--- src/rtl/ledsc_pkg.sv ---
// Register map, field layout and timing constants for the linear encoder direction/scaling block
package ledsc_pkg;
   // Register byte offsets
   localparam logic [7:0]  OFF_MODE      = 8'h00;
   localparam logic [7:0]  OFF_DIR       = 8'h04;
   localparam logic [7:0]  OFF_POL       = 8'h08;
   localparam logic [7:0]  OFF_RES_NUM   = 8'h0C;
   localparam logic [7:0]  OFF_RES_DEN   = 8'h10;
   localparam logic [7:0]  OFF_RES_ACT   = 8'h14;
   localparam logic [7:0]  OFF_STATUS    = 8'h18;
   localparam logic [7:0]  OFF_POSITION  = 8'h1C;
   localparam logic [7:0]  OFF_SPEED     = 8'h20;
   localparam logic [7:0]  OFF_CMD       = 8'h24;
   // Field positions
   localparam int          MODE_DIGIT_LSB = 4;
   localparam logic [3:0]  MODE_LINEAR    = 4'h4;
   localparam int          POL_DIGIT_LSB  = 0;
   localparam int          ST_LINEAR      = 0;
   localparam int          ST_AL_POLE     = 1;
   localparam int          ST_AL_RES      = 2;
   localparam int          CMD_INC        = 0;
   localparam int          CMD_DEC        = 1;
   // Reset values
   localparam logic [15:0] MODE_RST      = 16'h0000;
   localparam logic [15:0] POL_RST       = 16'h0000;
   localparam logic [15:0] RES_NUM_RST   = 16'h0001;
   localparam logic [15:0] RES_DEN_RST   = 16'h0001;
   // Alarm display codes
   localparam logic [7:0]  ALM_NONE      = 8'h00;
   localparam logic [7:0]  ALM_POLE      = 8'h27;
   localparam logic [7:0]  ALM_RES       = 8'h42;
   // Speed control period
   localparam int          CLK_PERIOD_NS = 40;
   localparam int          CTRL_PERIOD_NS = 1000000;
   localparam int          CTRL_PERIOD_CYC = CTRL_PERIOD_NS / CLK_PERIOD_NS;
   // AHB encodings
   localparam logic [1:0]  HTRANS_NONSEQ = 2'h2;
   localparam logic [1:0]  HTRANS_SEQ    = 2'h3;
endpackage

--- src/rtl/ledsc_top.sv ---
// Linear motor direction, encoder polarity and resolution scaling with AHB-Lite registers
//
// Our own choices: the register offsets and the AHB-Lite interface to the registers.
`timescale 1ns/1ps
// Behaviour
// - Linear motor operation is on only while the second digit of the mode select holds 4.
// - Direction select 0 maps increasing commands to positive travel, 1 swaps both mappings.
// - Polarity digit 0 counts encoder up-steps upward, 1 counts them downward.
// - Reported speed is positive for positive travel when polarity matches the encoder, else negative.
// - Resolution in micrometres per count is numerator over denominator and scales the reported speed, not the position count.
// - New numerator and denominator take effect only after the next reset, old ones stay until then.
// - A bad resolution ratio raises the pole or resolution alarm during positioning or pole detection.
// - A pole detection failure is reported as the pole detection error alarm.
module ledsc_top
   import ledsc_pkg::*;
#(
   parameter int PERIOD_CYC = CTRL_PERIOD_CYC
) (
   input  wire logic        core_clk_i,
   input  wire logic        reset_i,
   input  wire logic        hsel_i,
   input  wire logic [31:0] haddr_i,
   input  wire logic [1:0]  htrans_i,
   input  wire logic        hwrite_i,
   input  wire logic [2:0]  hsize_i,
   input  wire logic        hready_i,
   input  wire logic [31:0] hwdata_i,
   output logic [31:0]      hrdata_o,
   output logic             hreadyout_o,
   output logic             hresp_o,
   input  wire logic        enc_up_i,
   input  wire logic        enc_dn_i,
   input  wire logic        pole_detect_active_i,
   input  wire logic        pole_detect_fail_i,
   output logic             linear_mode_o,
   output logic             motor_step_pos_o,
   output logic             motor_step_neg_o,
   output logic             alarm_o,
   output logic [7:0]       alarm_code_o
);
   localparam int PW = $clog2(PERIOD_CYC);
   localparam logic [PW-1:0] PER_LAST = PW'(PERIOD_CYC - 1);

   // Parameter store survives reset, modelling non-volatile settings
   logic [15:0] num_store_ff = RES_NUM_RST;
   logic [15:0] den_store_ff = RES_DEN_RST;
   logic [15:0] nxt_num_store, nxt_den_store;

   logic [15:0] mode_ff,   nxt_mode;
   logic        dir_ff,    nxt_dir;
   logic [15:0] pol_ff,    nxt_pol;
   logic [15:0] num_act_ff, den_act_ff;
   logic        al_pole_ff, nxt_al_pole;
   logic        al_res_ff,  nxt_al_res;
   logic [31:0] pos_ff,    nxt_pos;
   logic [31:0] pos_prev_ff, nxt_pos_prev;
   logic [31:0] speed_ff,  nxt_speed;
   logic        sign_ff,   nxt_sign;
   logic [PW-1:0] per_ff,  nxt_per;
   logic        step_pos_ff, nxt_step_pos;
   logic        step_neg_ff, nxt_step_neg;
   logic [31:0] rdata_ff,  nxt_rdata;
   logic        wr_pend_ff, nxt_wr_pend;
   logic [7:0]  wr_addr_ff, nxt_wr_addr;
   logic [2:0]  up_sync_ff, dn_sync_ff;
   logic [1:0]  pd_act_ff, pd_fail_ff;

   logic        linear;
   logic        pol_inv;
   logic        ratio_bad;
   logic        up_evt, dn_evt;
   logic        addr_ok;
   logic [31:0] delta;
   logic [31:0] delta_mag;
   logic        div_start, div_done, div_busy;
   logic [47:0] div_quot;
   logic [47:0] dividend;

   assign linear    = (mode_ff[MODE_DIGIT_LSB +: 4] == MODE_LINEAR);
   assign pol_inv   = pol_ff[POL_DIGIT_LSB];
   assign ratio_bad = (num_act_ff == 16'h0000) || (den_act_ff == 16'h0000);
   assign up_evt    = up_sync_ff[1] && !up_sync_ff[2];
   assign dn_evt    = dn_sync_ff[1] && !dn_sync_ff[2];
   assign addr_ok   = hsel_i && hready_i && (htrans_i == HTRANS_NONSEQ || htrans_i == HTRANS_SEQ);
   assign delta     = pos_ff - pos_prev_ff;
   assign delta_mag = delta[31] ? (32'h0 - delta) : delta;
   assign div_start = (per_ff == PER_LAST);
   assign dividend  = 48'(delta_mag) * 48'(num_act_ff);

   ledsc_div #(
      .W  (48),
      .DW (16)
   ) u_div (
      .core_clk_i (core_clk_i),
      .reset_i    (reset_i),
      .start_i    (div_start),
      .dividend_i (dividend),
      .divisor_i  (den_act_ff),
      .busy_o     (div_busy),
      .done_o     (div_done),
      .quot_o     (div_quot)
   );

   always_comb begin
      nxt_mode      = mode_ff;
      nxt_dir       = dir_ff;
      nxt_pol       = pol_ff;
      nxt_num_store = num_store_ff;
      nxt_den_store = den_store_ff;
      nxt_al_pole   = al_pole_ff;
      nxt_al_res    = al_res_ff;
      nxt_pos       = pos_ff;
      nxt_pos_prev  = pos_prev_ff;
      nxt_speed     = speed_ff;
      nxt_sign      = sign_ff;
      nxt_step_pos  = 1'b0;
      nxt_step_neg  = 1'b0;
      nxt_rdata     = rdata_ff;
      nxt_wr_pend   = 1'b0;
      nxt_wr_addr   = wr_addr_ff;
      nxt_per       = (per_ff == PER_LAST) ? '0 : per_ff + PW'(1);

      // Polarity-corrected feedback count
      if (up_evt && !dn_evt) begin
         nxt_pos = pol_inv ? pos_ff - 32'h1 : pos_ff + 32'h1;
      end else if (dn_evt && !up_evt) begin
         nxt_pos = pol_inv ? pos_ff + 32'h1 : pos_ff - 32'h1;
      end

      // Sample count change once per control period
      if (div_start) begin
         nxt_pos_prev = pos_ff;
         nxt_sign     = delta[31];
      end
      if (div_done) begin
         nxt_speed = sign_ff ? (32'h0 - div_quot[31:0]) : div_quot[31:0];
      end

      // Register writes in the data phase
      if (wr_pend_ff) begin
         unique case (wr_addr_ff)
            OFF_MODE:    nxt_mode      = hwdata_i[15:0];
            OFF_DIR:     nxt_dir       = hwdata_i[0];
            OFF_POL:     nxt_pol       = hwdata_i[15:0];
            OFF_RES_NUM: nxt_num_store = hwdata_i[15:0];
            OFF_RES_DEN: nxt_den_store = hwdata_i[15:0];
            OFF_STATUS: begin
               if (hwdata_i[ST_AL_POLE]) nxt_al_pole = 1'b0;
               if (hwdata_i[ST_AL_RES])  nxt_al_res  = 1'b0;
            end
            OFF_CMD: begin
               // Commands move the motor only in linear operation
               if (linear && (hwdata_i[CMD_INC] != hwdata_i[CMD_DEC])) begin
                  nxt_step_pos = hwdata_i[CMD_INC] ^ dir_ff;
                  nxt_step_neg = hwdata_i[CMD_DEC] ^ dir_ff;
               end
            end
            default: ;
         endcase
      end

      // Alarms: a set in the same cycle beats the software clear
      if (pd_fail_ff[1] || (pd_act_ff[1] && ratio_bad)) begin
         nxt_al_pole = 1'b1;
      end
      if ((nxt_step_pos || nxt_step_neg) && ratio_bad) begin
         nxt_al_res = 1'b1;
      end

      // Address phase: latch write target or fetch read data
      if (addr_ok) begin
         nxt_wr_pend = hwrite_i;
         nxt_wr_addr = haddr_i[7:0];
         if (!hwrite_i) begin
            unique case (haddr_i[7:0])
               OFF_MODE:     nxt_rdata = {16'h0, mode_ff};
               OFF_DIR:      nxt_rdata = {31'h0, dir_ff};
               OFF_POL:      nxt_rdata = {16'h0, pol_ff};
               OFF_RES_NUM:  nxt_rdata = {16'h0, num_store_ff};
               OFF_RES_DEN:  nxt_rdata = {16'h0, den_store_ff};
               OFF_RES_ACT:  nxt_rdata = {den_act_ff, num_act_ff};
               OFF_STATUS:   nxt_rdata = {29'h0, al_res_ff, al_pole_ff, linear};
               OFF_POSITION: nxt_rdata = pos_ff;
               OFF_SPEED:    nxt_rdata = speed_ff;
               default:      nxt_rdata = 32'h0;
            endcase
         end
      end
   end

   always_ff @(posedge core_clk_i) begin
      // Store is deliberately outside reset so settings outlast it
      num_store_ff <= nxt_num_store;
      den_store_ff <= nxt_den_store;
      up_sync_ff   <= {up_sync_ff[1:0], enc_up_i};
      dn_sync_ff   <= {dn_sync_ff[1:0], enc_dn_i};
      pd_act_ff    <= {pd_act_ff[0], pole_detect_active_i};
      pd_fail_ff   <= {pd_fail_ff[0], pole_detect_fail_i};
      if (reset_i) begin
         num_act_ff  <= num_store_ff;
         den_act_ff  <= den_store_ff;
         mode_ff     <= MODE_RST;
         dir_ff      <= 1'b0;
         pol_ff      <= POL_RST;
         al_pole_ff  <= 1'b0;
         al_res_ff   <= 1'b0;
         pos_ff      <= 32'h0;
         pos_prev_ff <= 32'h0;
         speed_ff    <= 32'h0;
         sign_ff     <= 1'b0;
         per_ff      <= '0;
         step_pos_ff <= 1'b0;
         step_neg_ff <= 1'b0;
         rdata_ff    <= 32'h0;
         wr_pend_ff  <= 1'b0;
         wr_addr_ff  <= 8'h00;
      end else begin
         mode_ff     <= nxt_mode;
         dir_ff      <= nxt_dir;
         pol_ff      <= nxt_pol;
         al_pole_ff  <= nxt_al_pole;
         al_res_ff   <= nxt_al_res;
         pos_ff      <= nxt_pos;
         pos_prev_ff <= nxt_pos_prev;
         speed_ff    <= nxt_speed;
         sign_ff     <= nxt_sign;
         per_ff      <= nxt_per;
         step_pos_ff <= nxt_step_pos;
         step_neg_ff <= nxt_step_neg;
         rdata_ff    <= nxt_rdata;
         wr_pend_ff  <= nxt_wr_pend;
         wr_addr_ff  <= nxt_wr_addr;
      end
   end

   assign hrdata_o         = rdata_ff;
   assign hreadyout_o      = 1'b1;
   assign hresp_o          = 1'b0;
   assign linear_mode_o    = linear;
   assign motor_step_pos_o = step_pos_ff;
   assign motor_step_neg_o = step_neg_ff;
   assign alarm_o          = al_pole_ff || al_res_ff;
   assign alarm_code_o     = al_pole_ff ? ALM_POLE : (al_res_ff ? ALM_RES : ALM_NONE);
endmodule

--- src/rtl/ledsc_div.sv ---
// Sequential restoring divider used for count-to-distance scaling
`timescale 1ns/1ps
module ledsc_div #(
   parameter int W  = 48,
   parameter int DW = 16
) (
   input  wire logic          core_clk_i,
   input  wire logic          reset_i,
   input  wire logic          start_i,
   input  wire logic [W-1:0]  dividend_i,
   input  wire logic [DW-1:0] divisor_i,
   output logic               busy_o,
   output logic               done_o,
   output logic [W-1:0]       quot_o
);
   localparam int CW = $clog2(W + 1);
   localparam logic [CW-1:0] CNT_ONE  = CW'(1);
   localparam logic [CW-1:0] CNT_FULL = CW'(W);

   logic [DW:0]   rem_ff,  nxt_rem;
   logic [W-1:0]  quo_ff,  nxt_quo;
   logic [DW-1:0] dsr_ff,  nxt_dsr;
   logic [CW-1:0] cnt_ff,  nxt_cnt;
   logic          busy_ff, nxt_busy;
   logic          done_ff, nxt_done;
   logic [DW:0]   shifted;

   always_comb begin
      nxt_rem  = rem_ff;
      nxt_quo  = quo_ff;
      nxt_dsr  = dsr_ff;
      nxt_cnt  = cnt_ff;
      nxt_busy = busy_ff;
      nxt_done = 1'b0;
      shifted  = {rem_ff[DW-1:0], quo_ff[W-1]};
      if (start_i && !busy_ff) begin
         nxt_rem  = '0;
         nxt_quo  = dividend_i;
         nxt_dsr  = divisor_i;
         nxt_cnt  = CNT_FULL;
         nxt_busy = 1'b1;
      end else if (busy_ff) begin
         // Zero divisor yields all ones; the resolution alarm covers that case
         if (shifted >= {1'b0, dsr_ff}) begin
            nxt_rem = shifted - {1'b0, dsr_ff};
            nxt_quo = {quo_ff[W-2:0], 1'b1};
         end else begin
            nxt_rem = shifted;
            nxt_quo = {quo_ff[W-2:0], 1'b0};
         end
         nxt_cnt = cnt_ff - CNT_ONE;
         if (cnt_ff == CNT_ONE) begin
            nxt_busy = 1'b0;
            nxt_done = 1'b1;
         end
      end
   end

   always_ff @(posedge core_clk_i) begin
      if (reset_i) begin
         rem_ff  <= '0;
         quo_ff  <= '0;
         dsr_ff  <= '0;
         cnt_ff  <= '0;
         busy_ff <= 1'b0;
         done_ff <= 1'b0;
      end else begin
         rem_ff  <= nxt_rem;
         quo_ff  <= nxt_quo;
         dsr_ff  <= nxt_dsr;
         cnt_ff  <= nxt_cnt;
         busy_ff <= nxt_busy;
         done_ff <= nxt_done;
      end
   end

   assign busy_o = busy_ff;
   assign done_o = done_ff;
   assign quot_o = quo_ff;
endmodule

--- config.mk ---
export PLATFORM = sky130hd
export DESIGN_NAME = ledsc_top
export DESIGN_NICKNAME = d
export VERILOG_FILES = /design/src/rtl/ledsc_pkg.sv /design/src/rtl/ledsc_top.sv /design/src/rtl/ledsc_div.sv
export SDC_FILE = /design/constraint.sdc
export NUM_CORES = 2
export LEC_CHECK = 0
export BUFFER_PORTS_ARGS = -buffer_cell sky130_fd_sc_hd__buf_2
export CELL_PAD_IN_SITES_DETAIL_PLACEMENT = 1
export CELL_PAD_IN_SITES_GLOBAL_PLACEMENT = 2
export CORE_MARGIN = 2
export CORE_UTILIZATION = 44
export DETAILED_ROUTE_END_ITERATION = 16
export HOLD_SLACK_MARGIN = 0.03
export PLACE_DENSITY_LB_ADDON = 0.1
export REMOVE_ABC_BUFFERS = 1
export SLEW_MARGIN = 5
export SYNTH_ARGS = -nofsm -noshare
export SYNTH_HDL_FRONTEND = slang
export SYNTH_SLANG_ARGS = --single-unit
--- constraint.sdc ---
create_clock -name core_clk_i -period 13.7 [get_ports core_clk_i]
set_input_delay 0 -clock core_clk_i [delete_from_list [all_inputs] [get_ports core_clk_i]]
set_output_delay 0 -clock core_clk_i [all_outputs]
set_load 0.01 [all_outputs]
# After elaboration in Yosys (flattened, before gate mapping)
# Index checks and enable logic that the tools add are counted.
word_totals:
  ff_bits: 352
  latch_bits: 0
  ram_bits: 0
  rom_bits: 0
  input_bits: 78
  word_cells: 142
  n_memories: 0
classes:
  n_addsub: 8
  mul: 1
  n_div: 0
  magnitude_cmp: 1
  eq_ne: 20
  shift: 0
  n_mux: 33
  n_bitwise: 5
  n_reduce_logical: 44
ops:
  columns: ["cell", "count"]
  rows:
  - ["$pmux 32 s9", 1]
  - ["$mux 32", 6]
  - ["$mux 48", 2]
  - ["$sub 1x32->32 const A", 2]
  - ["$eq 8x5->1 const B", 6]
  - ["$mul 32x16->48", 1]
  - ["$add 32x1->32 const B", 1]
  - ["$eq 8x4->1 const B", 4]
  - ["$logic_not 16->1", 2]
  - ["$sub 32x1->32 const B", 1]
  - ["$sub 32x32->32", 1]
  - ["$mux 1", 19]
  - ["$ge 17x16->1", 1]
  - ["$eq 8x3->1 const B", 2]
  - ["$eq 8x6->1 const B", 2]
  - ["$logic_not 8->1", 2]
  - ["$mux 16", 1]
  - ["$reduce_bool 2->1", 8]
  - ["$sub 16x16->16", 1]
  - ["$add 15x1->15 const B", 1]
  - ["$eq 15x15->1 const B", 1]
  - ["$mux 7", 2]
  - ["$mux 6", 2]
  - ["$reduce_and 2->1", 6]
  - ["other kinds (13)", 37]

# Longest topological paths before layout
logic_depth:
  depth_word: 9
  depth_mapped: 39
  ltp_nobuf: 36

# Hierarchy
# A second synthesis with hierarchy kept.
hier_totals:
  hier_cells: 4077
  hier_area_um2: 34744.6
by_module_without_submodules:
  columns: ["mod", "n_inst", "cells_each", "area_per_inst_um2"]
  rows:
  - ["ledsc_top", 1, 3499, 30157.7]
  - ["ledsc_div", 1, 578, 4586.9]

# Worst setup path after synthesis
# No wires, ideal clock.
synth_timing:
  path_kind: "register to register"
  from: "register pos_ff[0]"
  to: "register u_div.quo_ff[47], in the netlist u_div.quot_o[47]"
  setup_time_ps: 126
  t_arrival_ps: 8872
  required_time_ps: 13574
  setup_slack_ps: 4702
  stages_incl_launch_ff: 36
  n_path_buf: 2
  period_less_slack_ps: 8998
  cell_sequence: "dfxtp_1 clkbuf_1 inv_1 ha_1 inv_1 fa_1 a21o_1 a31oi_1 o311ai_1 a211oi_1 and4b_1 nand3_1 nand3b_1 a21oi_1 clkbuf_1 o21ai_0 fa_1 fa_1 fa_1 inv_1 fa_1 fa_1 inv_1 fa_1 inv_1 ha_1 and4_1 and2_1 nand3_1 a31oi_1 o21bai_1 a21oi_1 o221ai_1 or3b_2 a311oi_1 o21ai_0"
synth_between:
  elab_chain_cells: 5
synth_rtl:
  columns: ["item", "line_no", "rtl"]
  rows:
  - ["start: declaration", "ledsc_top.sv:55", "logic [31:0] pos_ff, nxt_pos;"]
  - ["start signal: assignment", "ledsc_top.sv:223", "pos_ff <= nxt_pos;"]
  - ["$sub 32x32->32 *", "ledsc_top.sv:85", "assign delta = pos_ff - pos_prev_ff;"]
  - ["$sub 1x32->32", "ledsc_top.sv:86", "assign delta_mag = delta[31] ? (32'h0 - delta) : delta;"]
  - ["$mux 32 *", "ledsc_top.sv:86", null]
  - ["$mul 32x16->48 *", "ledsc_top.sv:88", "assign dividend = 48'(delta_mag) * 48'(num_act_ff);"]
  - ["$mux 48 *", "ledsc_div.sv:36", "if (start_i && !busy_ff) begin"]
  - ["end signal: assignment", "ledsc_div.sv:69", "quo_ff <= nxt_quo;"]
  - ["end: declaration", "ledsc_div.sv:21", "logic [W-1:0] quo_ff, nxt_quo;"]
# Mark *: on every way between the ends. The rest lies on a longest branch, timed or not.
# A chain may end at the register's enable or synchronous reset.

# Worst setup path in the final report
layout_timing:
  from: "register pos_ff[10]"
  to: "register u_div.quo_ff[47], in the netlist u_div.quot_o[47]"
# The elaborated chain is that of the path after synthesis.

==> run_results.csv <==
group,metric,value,unit
outcome,status,"completed",
clocking,clock-sinks,352,
logic_synthesis,syn_area,0.0363,sq mm
clocking,cts_tree,"done",
logic_synthesis,yosys-top-cells-area,"fa_1, dfxtp_1, ha_1",
timing,fin_crit,11.73,ns
clocking,htreeDepth,2,
layout,syn2layout_area_growth,7.83,%
logic_synthesis,dominantRegCellSynth,"dfxtp_1",
worst_setup_path,cp.arrival,12.16,ns
floorplan,core,0.0818,sq mm
logic_synthesis,synth_warnings,0,
worst_setup_path,cp_max_fo,21,
logic_synthesis,synth_fa_ha_area_share,29.2,%
worst_setup_path,crit_family,"adder cells",
drt,via_per_inst,5.86,
clocking,numCtsBuffers,37,
logic_synthesis,synth_compound_area_share,21.1,%
clocking,clockBufferDepth,3,
global_routing,grt_first_pass_wirelength,196000,um
worst_setup_path,start_kind,"flop",
drt,drt_iter0_drc,1988,
global_routing,gr-total-overflow,0,
placed_design,dp_hpwl,92300,um
min_path,min_path_type,"in -> reg",
timing,finalHoldViolations,0,
drt,detail-route-antenna-nets,0,
drt,via_count,30653,
logic_synthesis,synth_edf_count,64,
timing,worst-slew-pin-transition,1.19,ns
logic_synthesis,synth_top_family_by_area,"adder cells",
logic_synthesis,synth_xor_area_share,3.49,%
layout,nets,4801,
placed_design,io_buffers,74,
worst_setup_path,end_kind,"flop",
clocking,cts-root-buf,"clkbuf_16",
clocking,clock_latency,0.57,ns
worst_setup_path,crit_path_frequent_cell,"fa_1",
logic_synthesis,ys_ff_latch,352,
logic_synthesis,yosys.area_share.simple,14.6,%
global_routing,antenna_found_initial,5,
timing,clock-skew-final,0.0284,ns
worst_setup_path,cp.required,14.12,ns
logic_synthesis,async_flop_share,0,%
floorplan,fp.dieW,291,um
logic_synthesis,synth.distinct_cells,99,
logic_synthesis,yosysTopAreaCell,"fa_1",
timing,slew_viol_final,0,
drt,drc,0,
global_routing,grt_pass1_vias,32183,
worst_setup_path,critical_path_class,"reg -> reg",
timing,slew_headroom,20.4,%
floorplan,initial_core_util,44.3,%
global_routing,grt_max_degree,79,
logic_synthesis,syn_area_per_cell,8.67,sq um
logic_synthesis,netlist.area_leader.share,23.2,%
placed_design,placed_cells,5112,
drt,firstDrtPassIters,6,
drt,wirelength,124000,um
timing,setup_viol,0,
floorplan,die_area,0.0847,sq mm
timing,setup_tns,0,ns
worst_setup_path,slowest_stage,"and3_1",
floorplan,num_rows,105,
layout,n_antenna_cell,0,
job,maxCapViolations,0,
timing,rsz0062_at_grt,"no",
logic_synthesis,syn_inst,4181,
logic_synthesis,yosysSeqAreaShare,21.2,%
floorplan,die_h,291,um
layout,stdcell_count,5227,
global_routing,grt_usage,29.5,%
clocking,clk_pin_slew,0.07,ns
layout,drive_above_1_share,8.15,%
timing,period_share,85.6,%
placed_design,place_congestion,0.857,
timing,fmaxAchievable,85.2,MHz
drt,routedWlPerCell,23.8,um
floorplan,io_pins,124,
worst_setup_path,path_buf_inv,4,
logic_synthesis,synthMuxAreaShare,1.93,%
worst_setup_path,slowest_delay,0.91,ns
==> Yosys cell counts, types with 18 or more instances <==
cell and n:
o21a_1 127, nor2_1 280, a21o_1 40, dfxtp_1 288, nand3_1 76, a21boi_0 21, nor4_1 24, ha_1 175
xor2_1 61, edfxtp_1 64, buf_4 18, o21ai_1 123, a21oi_1 291, fa_1 420, a211oi_1 48, mux2i_1 53
a22oi_1 52, inv_1 495, o21ai_0 225, and2_1 36, nand2_1 328, and3_1 54, nand2b_1 27, or3_1 46
xnor2_1 78, a31oi_1 36, nor3_1 53, a21boi_2 61, nand4_1 29, nor2b_1 44, clkbuf_1 205, buf_2 29
==> metrics by stage <==
| step | util [%] | hold WS [ns] | area (sq um) | worst slack (ns) |
|---|---|---|---|---|
| global route | 47.8 | 0.0685 | 39100 | 1.51 |
| floorplan | - | 0.0277 | 35100 | 3.10 |
| CTS | 47.8 | 0.0520 | 39100 | 2.09 |
| detailed placement | 45.6 | 0.104 | 37400 | 2.14 |
| global placement | 45.6 | 0.103 | 37400 | 2.24 |
| finish | 47.8 | 0.0782 | 39100 | 1.97 |
==> worst reg2reg max path, delay by kind of cell (launching register included) <==
kind | cells | cell delay, ns
AND/OR/NAND/NOR | 5 | 1.95
buffers and inverters | 4 | 0.54
XOR/XNOR | 1 | 0.55
AO/OA/AOI/OAI | 14 | 3.87
adder cells (fa/ha/maj) | 8 | 3.98
flip-flops | 1 | 0.68
==> placed cells by master, fill, tap and decap left out, types with 12 or more instances in the layout <==
master and n:
o21ai_1 123, nor2_1 279, dfxtp_1 286, clkbuf_16 38, nand4_1 29, a222oi_1 13, nor3_2 15, fa_1 420
nor3_1 48, nor2b_1 44, edfxtp_1 64, xor2_1 61, xnor2_1 78, nand3_1 76, a22oi_1 52, o21ai_0 225
buf_2 73, a21o_1 40, o31ai_1 13, mux2i_1 53, a31oi_1 35, o21bai_1 12, and3_1 54, o21a_1 127
ha_1 175, and2_1 36, nor4_1 22, nand2_1 328, nand2b_1 27, inv_1 495, a211oi_1 48, mux2_1 12
or3_1 46, a21boi_2 61, buf_4 60, a21oi_1 284, dlygate4sd3_1 47, a21boi_0 21
==> final cells by class <==
class	instances	area, sq um
clock buffer	45	987
clock inverter	23	299
fill	9595	42700
inverter	495	1860
multi-input combinational	3061	25600
sequential	352	7690
tap	1070	1340
timing repair buffer	181	1300
==> final timing paths <==
path | startpoint | slack (ns) | endpoint | cells after the start
worst max register to register | pos_ff[10] | 1.97 | u_div.quot_o[47] | 32
worst min register to register | pd_fail_ff[0] | 0.33 | pd_fail_ff[1] | 0
worst min-delay path | pole_detect_fail_i | 0.08 | pd_fail_ff[0] | 2
worst max-delay path | pos_ff[10] | 1.97 | u_div.quot_o[47] | 32
==> registers in the layout, indices dropped and copies added, names as in the netlist, 2 cells and up <==
register / flops
u_div.quot_o: 48
hrdata_o: 32
pos_ff: 32
pos_prev_ff: 32
speed_ff: 32
den_act_ff: 16
den_store_ff: 16
mode_ff: 16
num_act_ff: 16
num_store_ff: 16
pol_ff: 16
u_div.dsr_ff: 16
u_div.rem_ff: 16
per_ff: 15
wr_addr_ff: 8
u_div.cnt_ff: 6
dn_sync_ff: 3
up_sync_ff: 3
pd_act_ff: 2
pd_fail_ff: 2
==> routing by layer <==
layer,track usage (%),routed length (um)
met1,41.4,57100
met2,49.5,59400
met3,2.30,4900
met4,7.06,2940
met5,0,0
==> timing repair <==
item                                   4_1_cts  5_1_grt
endpoints found under the hold margin      148        0
hold buffers                                47        0
buffers inserted                             0        0
gates resized for setup                      0        0
==> kinds of logic after synthesis <==
logic type,after synthesis
flops,352
xor+xnor,142
fa+ha+maj,595
buf+inv,771
mux,68
other cells,2
compound gates,1172
simple gates,1079
Power is left out: the tool's default activity adds up to more than one toggle a clock period on the data nets, which glitch-free logic cannot reach.
